File: src/hdl/uart_irq_pkg.sv
package uart_irq_pkg;

	// register byte offsets
	localparam logic [11:0] OFS_INTERRUPT_MASK   = 12'h038;
	localparam logic [11:0] OFS_RAW_STATUS       = 12'h03C;
	localparam logic [11:0] OFS_MASKED_STATUS    = 12'h040;
	localparam logic [11:0] OFS_INTERRUPT_CLEAR  = 12'h044;
	localparam logic [11:0] OFS_IDENT_BYTE_FOUR  = 12'hFD0;
	localparam logic [11:0] OFS_IDENT_BYTE_FIVE  = 12'hFD4;
	localparam logic [11:0] OFS_IDENT_BYTE_SIX   = 12'hFD8;
	localparam logic [11:0] OFS_IDENT_BYTE_SEVEN = 12'hFDC;
	localparam logic [11:0] OFS_IDENT_BYTE_ZERO  = 12'hFE0;
	localparam logic [11:0] OFS_IDENT_BYTE_ONE   = 12'hFE4;

	// source field: seven contiguous bits, receive lowest
	localparam int SRC_COUNT = 7;
	localparam int SRC_LSB   = 4;
	localparam int SRC_MSB   = 10;
	localparam int BIT_RX       = 4;
	localparam int BIT_TX       = 5;
	localparam int BIT_RX_TIMEOUT = 6;
	localparam int BIT_FRAMING  = 7;
	localparam int BIT_PARITY   = 8;
	localparam int BIT_BREAK    = 9;
	localparam int BIT_OVERRUN  = 10;

	// reset and fixed read values
	localparam logic [6:0]  MASK_RESET       = 7'h00;
	localparam logic [6:0]  RAW_RESET        = 7'h00;
	localparam logic [31:0] RAW_RSVD_READ    = 32'h0000000F;
	localparam logic [31:0] HRDATA_RESET     = 32'h00000000;

	// ident byte defaults
	localparam logic [7:0] IDENT_FOUR_DEF  = 8'h00;
	localparam logic [7:0] IDENT_FIVE_DEF  = 8'h00;
	localparam logic [7:0] IDENT_SIX_DEF   = 8'h00;
	localparam logic [7:0] IDENT_SEVEN_DEF = 8'h00;
	localparam logic [7:0] IDENT_ZERO_DEF  = 8'h5A;
	localparam logic [7:0] IDENT_ONE_DEF   = 8'h00;

	// AHB transfer type
	localparam logic [1:0] HTRANS_NONSEQ = 2'h2;
	localparam logic [1:0] HTRANS_SEQ    = 2'h3;

endpackage : uart_irq_pkg

File: src/hdl/uart_irq_clear_and_id.sv
// The AHB-Lite interface to the registers was left to the implementer.
`timescale 1ns/100ps
module uart_irq_clear_and_id #(
	// ident byte zero default is arbitrary, not a real part code
	parameter logic [7:0] IDENT_FOUR  = uart_irq_pkg::IDENT_FOUR_DEF,
	parameter logic [7:0] IDENT_FIVE  = uart_irq_pkg::IDENT_FIVE_DEF,
	parameter logic [7:0] IDENT_SIX   = uart_irq_pkg::IDENT_SIX_DEF,
	parameter logic [7:0] IDENT_SEVEN = uart_irq_pkg::IDENT_SEVEN_DEF,
	parameter logic [7:0] IDENT_ZERO  = uart_irq_pkg::IDENT_ZERO_DEF,
	parameter logic [7:0] IDENT_ONE   = uart_irq_pkg::IDENT_ONE_DEF
) (
	// clock and reset
	input  wire logic        hclk,
	input  wire logic        hresetn,
	// ahb-lite slave
	input  wire logic        hsel,
	input  wire logic [31:0] haddr,
	input  wire logic [1:0]  htrans,
	input  wire logic        hwrite,
	input  wire logic [2:0]  hsize,
	input  wire logic        hready,
	input  wire logic [31:0] hwdata,
	output logic      [31:0] hrdata,
	output logic             hreadyout,
	output logic             hresp,
	// one-cycle event pulses from the datapath, same clock
	input  wire logic        rx_event,
	input  wire logic        tx_event,
	input  wire logic        rx_timeout_event,
	input  wire logic        framing_event,
	input  wire logic        parity_event,
	input  wire logic        break_event,
	input  wire logic        overrun_event,
	// interrupt outputs
	output logic      [6:0]  masked_status,
	output logic             irq
);

	logic        wr_pend_reg;
	logic [11:0] wr_addr_reg;
	logic [31:0] hrdata_reg;
	logic [31:0] rd_next;
	logic [6:0]  raw_reg;
	logic [6:0]  raw_next;
	logic [6:0]  mask_reg;
	logic [6:0]  events;
	logic [6:0]  clear_bits;
	logic        addr_phase;
	logic        wr_clear;
	logic        wr_mask;

	// transfer is taken only when the previous one has finished
	assign addr_phase = hsel && hready &&
		(htrans == uart_irq_pkg::HTRANS_NONSEQ || htrans == uart_irq_pkg::HTRANS_SEQ);

	// zero wait states, never an error
	assign hreadyout = 1'b1;
	assign hresp     = 1'b0;
	assign hrdata    = hrdata_reg;

	// event vector in field order, receive in the lowest position
	assign events = {overrun_event, break_event, parity_event, framing_event,
		rx_timeout_event, tx_event, rx_event};

	assign wr_clear = wr_pend_reg && (wr_addr_reg == uart_irq_pkg::OFS_INTERRUPT_CLEAR);
	assign wr_mask  = wr_pend_reg && (wr_addr_reg == uart_irq_pkg::OFS_INTERRUPT_MASK);

	// only ones clear; reserved bits of the written word are ignored
	assign clear_bits = wr_clear ?
		hwdata[uart_irq_pkg::SRC_MSB:uart_irq_pkg::SRC_LSB] : 7'h00;

	// a fresh event must not be lost to a clear written in the same cycle
	assign raw_next = (raw_reg & ~clear_bits) | events;

	always_ff @(posedge hclk or negedge hresetn)
	begin
		if (!hresetn)
		begin
			wr_pend_reg <= 1'b0;
			wr_addr_reg <= 12'h000;
		end
		else if (hready)
		begin
			wr_pend_reg <= addr_phase && hwrite;
			wr_addr_reg <= {haddr[11:2], 2'b00};
		end
	end

	always_ff @(posedge hclk or negedge hresetn)
	begin
		if (!hresetn)
			raw_reg <= uart_irq_pkg::RAW_RESET;
		else
			raw_reg <= raw_next;
	end

	always_ff @(posedge hclk or negedge hresetn)
	begin
		if (!hresetn)
			mask_reg <= uart_irq_pkg::MASK_RESET;
		else if (wr_mask)
			mask_reg <= hwdata[uart_irq_pkg::SRC_MSB:uart_irq_pkg::SRC_LSB];
	end

	assign masked_status = raw_reg & mask_reg;
	assign irq           = |masked_status;

	// read mux; clear register is write-only and reads zero
	always_comb
	begin
		rd_next = 32'h00000000;
		case ({haddr[11:2], 2'b00})
			uart_irq_pkg::OFS_INTERRUPT_MASK:
				rd_next[uart_irq_pkg::SRC_MSB:uart_irq_pkg::SRC_LSB] = mask_reg;
			uart_irq_pkg::OFS_RAW_STATUS:
			begin
				rd_next = uart_irq_pkg::RAW_RSVD_READ;
				rd_next[uart_irq_pkg::SRC_MSB:uart_irq_pkg::SRC_LSB] = raw_reg;
			end
			uart_irq_pkg::OFS_MASKED_STATUS:
				rd_next[uart_irq_pkg::SRC_MSB:uart_irq_pkg::SRC_LSB] = masked_status;
			uart_irq_pkg::OFS_IDENT_BYTE_FOUR:  rd_next[7:0] = IDENT_FOUR;
			uart_irq_pkg::OFS_IDENT_BYTE_FIVE:  rd_next[7:0] = IDENT_FIVE;
			uart_irq_pkg::OFS_IDENT_BYTE_SIX:   rd_next[7:0] = IDENT_SIX;
			uart_irq_pkg::OFS_IDENT_BYTE_SEVEN: rd_next[7:0] = IDENT_SEVEN;
			uart_irq_pkg::OFS_IDENT_BYTE_ZERO:  rd_next[7:0] = IDENT_ZERO;
			uart_irq_pkg::OFS_IDENT_BYTE_ONE:   rd_next[7:0] = IDENT_ONE;
			default: rd_next = 32'h00000000;
		endcase
	end

	// sampled at the address phase so data stands for the whole data phase
	always_ff @(posedge hclk or negedge hresetn)
	begin
		if (!hresetn)
			hrdata_reg <= uart_irq_pkg::HRDATA_RESET;
		else if (addr_phase && !hwrite)
			hrdata_reg <= rd_next;
	end

endmodule : uart_irq_clear_and_id

File: config.mk
export PLATFORM = sky130hd
export DESIGN_NAME = uart_irq_clear_and_id
export DESIGN_NICKNAME = d
export VERILOG_FILES = /design/src/hdl/uart_irq_pkg.sv /design/src/hdl/uart_irq_clear_and_id.sv
export SDC_FILE = /design/constraint.sdc
export NUM_CORES = 1
export LEC_CHECK = 0
export BUFFER_PORTS_ARGS = -buffer_cell sky130_fd_sc_hd__buf_2
export CORE_MARGIN = 2
export CORE_UTILIZATION = 45
export DETAILED_ROUTE_END_ITERATION = 8
export PLACE_DENSITY = 0.85
export SYNTH_ARGS = -nofsm -noshare
export SYNTH_HDL_FRONTEND = slang
export SYNTH_SLANG_ARGS = --single-unit
File: constraint.sdc
create_clock -name hclk -period 4 [get_ports hclk]
set_clock_uncertainty 0.2 [all_clocks]
set_input_delay 0.8 -clock hclk [delete_from_list [all_inputs] [get_ports hclk]]
set_output_delay 0.8 -clock hclk [all_outputs]
set_load 0.05 [all_outputs]
# Word level (Yosys, flattened, before mapping)
# Cells that the tools add are included.
# word_totals
inputBits,81
latchBits,0
reg_bits,36
romBits,0
word_cells,30
out_inout_bits,42
ramBits,0
memories,0
# op_classes
magnitude_cmp,0
shift,0
n_reduce_logical,9
n_bitwise,4
n_mul,0
n_div,0
addsub,0
mux,4
eq_ne,8
# op_table
op,count
== test 10 x 4 -> 1 bit (second input constant),3
== test 10 x 5 -> 1 bit (second input constant),2
case mux 4 bit (4 select lines),1
AND 7 bit,2
== test 10 bit (second input constant),1
case mux 3 bit (3 select lines),1
case mux 4 bit (2 select lines),1
two-way mux 7 bit,1
inverter 7 bit,1
OR 7 bit,1
OR reduction 7 bit,1
logical AND 1 bit,6
== test 2 bit (second input constant),2
logical NOT 1 bit,1
logical OR 1 bit,1

# Logic depth before layout (Yosys ltp)
# depth
ltp_word,6
ltp_mapped,6
depth_no_buf,5

# Least setup slack after synthesis
# Ideal clock, no wire load.
# synth_timing
path_kind,input to register
startpoint,input haddr[2]
endpoint,register hrdata_reg[4] (netlist: hrdata[4])
t_arrival_ps,2182
setup_slack_ps,1551
cell_stages,6
required_ps,3733
cell_sequence,buf_6 -> or4b_2 -> nor2_1 -> o21ai_1 -> o21ai_0 -> a22o_1
# synth_between
elab_chain_len,2
# synth_lines
item,line_no,text
"start, declared",uart_irq_clear_and_id.sv:17,"input wire logic [31:0] haddr,"
== test 10 bit (tied with other cells),uart_irq_clear_and_id.sv:112,"case ({haddr[11:2], 2'b00})"
case mux 4 bit (4 select lines) *,uart_irq_clear_and_id.sv:112,
"end signal, assigned",uart_irq_clear_and_id.sv:136,hrdata_reg <= uart_irq_pkg::HRDATA_RESET;
"end signal, assigned",uart_irq_clear_and_id.sv:138,hrdata_reg <= rd_next;
"end, declared",uart_irq_clear_and_id.sv:41,logic [31:0] hrdata_reg;
# Every way passes the cells marked *; elsewhere a longest branch is shown, timed or not.
# A chain may end at the register's enable or synchronous reset.

# Final worst setup path
# layout_timing
startpoint,input hready
endpoint,register hrdata_reg[4] (netlist: hrdata[4])
# layout_between
elab_chain_len,3
# layout_lines
item,line_no,text
"start, declared",uart_irq_clear_and_id.sv:21,"input wire logic hready,"
logical AND 1 bit (2 in a row),uart_irq_clear_and_id.sv:53,assign addr_phase = hsel && hready &&
logical AND 1 bit,uart_irq_clear_and_id.sv:137,else if (addr_phase && !hwrite)
# Every way passes these cells.

==> metrics.md <==
| Metric | Value |
|---|---|
| PostCTS Resize Cnt | 0 |
| Fillers | 354 |
| Slew headroom | 0.5057 |
| Placer congestion estimate | 0.8660 |
| Worst setup startpoint | hready |
| Synth Area in Adders | 0 |
| Reg2reg start | wr_addr_reg[7] |
| Mapped cell area | 1808 sq um |
| Synth top cells by count | dfrtp_1, buf_4, nand2_1 |
| Total gr overflow | 0 |
| FMAX | 393.1 MHz |
| Arrival time of the worst setup path | 2.57 ns |
| CTS tree | built |
| Async SR Flop Fraction | 1.000 |
| Post-DP HPWL | 2751 um |
| Slew @ Worst Pin | 0.7414 ns |
| Final setup fails | 0 |
| Max FFs per register | 10 |
| Starting Density | 0.4586 |
| Setup CP Type | in -> reg |
| XOR/XNOR Fraction of Synth Area | 0 |
| Post-synth EDFFs | 0 |
| Clk sinks | 34 |
| I/O Pins | 123 |
| Placed cells | 263 |
| Largest family of logic cells by synthesized area | simple AND/OR/NAND/NOR gates |
| Initial DRC Count | 33 |
| Utilization after layout | 0.5252 |
| Share of the synthesized area in the top cell type | 0.4706 |
| Crit Path Max Fanout | 13 |
| Synth Area per Inst | 10.45 sq um |
| Via count | 1,395 |
| Outcome | finished, final reports clean |
| Global-route wire length before repair | 5733 um |
| Final setup margin | 1.456 ns |
| Initial antenna violation count | 0 |
| CP Data Required Time | 4.02 ns |
| DP Area | 1979 sq um |
| Die height | 67.39 um |
| Top cell type by total area after synthesis | dfrtp_1 |
| Synth area leaders | dfrtp_1, mux2_2, buf_4 |
| Ratio of cells with drive above 1 in the final layout | 0.3394 |
| Pin count of the biggest net entering global routing | 35 |
| Post CTS Setup Buffer Count | 0 |
| CTS Buffer Depth | 2 |
| CTS H-tree depth | 2 |
| CTS Root Cell | clkbuf_8 |
| Peak supply drop | 0.2701 mV |
| Distinct cells, synth | 30 |
| Reg clk slew, reported paths | 0.06 ns |
| R2r setup slk | 1.65 ns |
| Count leader, synth | dfrtp_1 |
| Die area | 4541 sq um |
| Fin cells | 271 |
| Final min period | 2.544 ns |
| #FFs+latches synth | 34 |
| Tot GR Track Use | 0.1708 |
| DR pass1 iterations | 4 |
| Drt wl/cell | 13.43 um |
| Worst Setup End Kind | flip-flop |
| Clock latency on the worst-skew pair | 0.28 ns |
| Final Max Tran Viols | 0 |
| Fin nets | 301 |
| Number of port buffers | 48 |
| Cts bufs inserted | 5 |
| R2R cell count | 4 |
| P_leak | 1.030 nW |
| Final Cycle Share | 0.6359 |
| Mux cell area share after synthesis | 0.1170 |
| Chip width | 67.39 um |
| Final Instance Area | 2071 sq um |
| Core area | 3943 sq um |
| CP Capture Point | hrdata[4] |
| Post-CTS Hold Buffers | 0 |
| Vias/cell | 5.148 |
| Final hold violations | 0 |
| Drc violations | 0 |
| PwrDens | 351.2 nW/um^2 |
| Register area share after synthesis | 0.4706 |
| Worst slack at placement | 1.179 ns |
| Vias in the first global route | 1,284 |
| Post-Synthesis Cells | 173 |
| Rows | 23 |
| Simple-gate share of the synthesized area | 0.1606 |
| ANT nets after route | 0 |
| R2R Path End | mask_reg[3] |
| Final Routed Wirelength | 3639 um |
| Ys Warns | 0 |
| Compound-gate portion of the synthesized area | 0.1253 |
| Critical Path Start Type | input port |
| RSZ-0062 raised after global routing | false |
| Worst min-delay path class | reg -> reg |
| Max-cap check violation count | 0 |
| Layout area overhead | 14.53% |
| Setup TNS | 0 ns |
| # diodes | 0 |
| Predominant post-synthesis flop cell | dfrtp_1 |
[logic make-up after synthesis]
family                 Yosys count
buffers and inverters           32
other                            2
and+or+nand+nor                 52
AOI/OAI and AO/OA               34
DFF                             34
muxes                           19
[how the worst min path moves through the flow]
stage,startpoint,to,slack (ns),depth (start not counted)
3_5_place_dp,hrdata[5],hrdata[5],0.27,2
3_3_place_gp,hrdata[5],hrdata[5],0.26,2
5_1_grt,hrdata[7],hrdata[7],0.32,2
2_1_floorplan,raw_reg[2],raw_reg[2],0.26,1
6_report,hrdata[5],hrdata[5],0.27,2
4_1_cts,hrdata[5],hrdata[5],0.28,2
[metal layers]
layer | global-route usage | part of all wire | up-vias
met5 | 0 | 0 | -
met4 | 0.06888 | 0.012 | 0
met3 | 0.07000 | 0.064 | 5
met2 | 0.2686 | 0.49 | 62
met1 | 0.2086 | 0.44 | 669
li1 | - | - | 659
[placed cells by master, fill, tap and decap left out, types with 2 or more instances in the layout]
master / n
nand2_1: 21
nand4_1: 3
or4_1: 2
a21oi_1: 4
nor2_1: 6
nor3_1: 4
a22oi_1: 3
mux2i_1: 2
nor4b_1: 2
a22o_1: 3
nand4b_1: 3
buf_2: 48
and2_1: 7
conb_1: 23
dfrtp_1: 34
o21ai_0: 8
o22ai_1: 2
clkbuf_8: 6
inv_1: 3
mux2_2: 17
a21o_1: 11
[metrics by stage]
| stage | power, mW | hold slack, ns |
|---|---|---|
| after floorplan | 0.4615 | 0.2627 |
| after global placement | 0.4724 | 0.2616 |
| after detailed placement | 0.4753 | 0.2650 |
| after CTS | 0.7321 | 0.2793 |
| after global routing | 0.7592 | 0.3161 |
| final | 0.7273 | 0.2741 |
[critical path, stage by stage]
cell,delay [ns]
buf_2,0.25
nand4b_1,0.50
nor3_1,0.47
o21ai_1,0.22
o21ai_0,0.16
a22o_1,0.17
[final cells by class]
| class | count | area, sq um | share of cell area |
|---|---|---|---|
| clock buffers | 7 | 86.33 | 0.04169 |
| repair buffers | 48 | 240.2 | 0.1160 |
| clock inverters | 1 | 5.005 | 0.002417 |
| multi-input cells | 128 | 814.5 | 0.3934 |
| flip-flops and latches | 34 | 850.8 | 0.4109 |
| well taps | 50 | 62.56 | 0.03021 |
| inverters | 3 | 11.26 | 0.005438 |
[power by group]
| part | switching [mW] | total, mW | leakage [nW] | internal, mW |
|---|---|---|---|---|
| logic | 0.0801 | 0.107 | 0.567 | 0.0264 |
| clock network | 0.119 | 0.258 | 0.0482 | 0.139 |
| registers | 0.00796 | 0.363 | 0.415 | 0.355 |
| total | 0.207 | 0.727 | 1.03 | 0.520 |
Power figures use the tool's default switching activity.
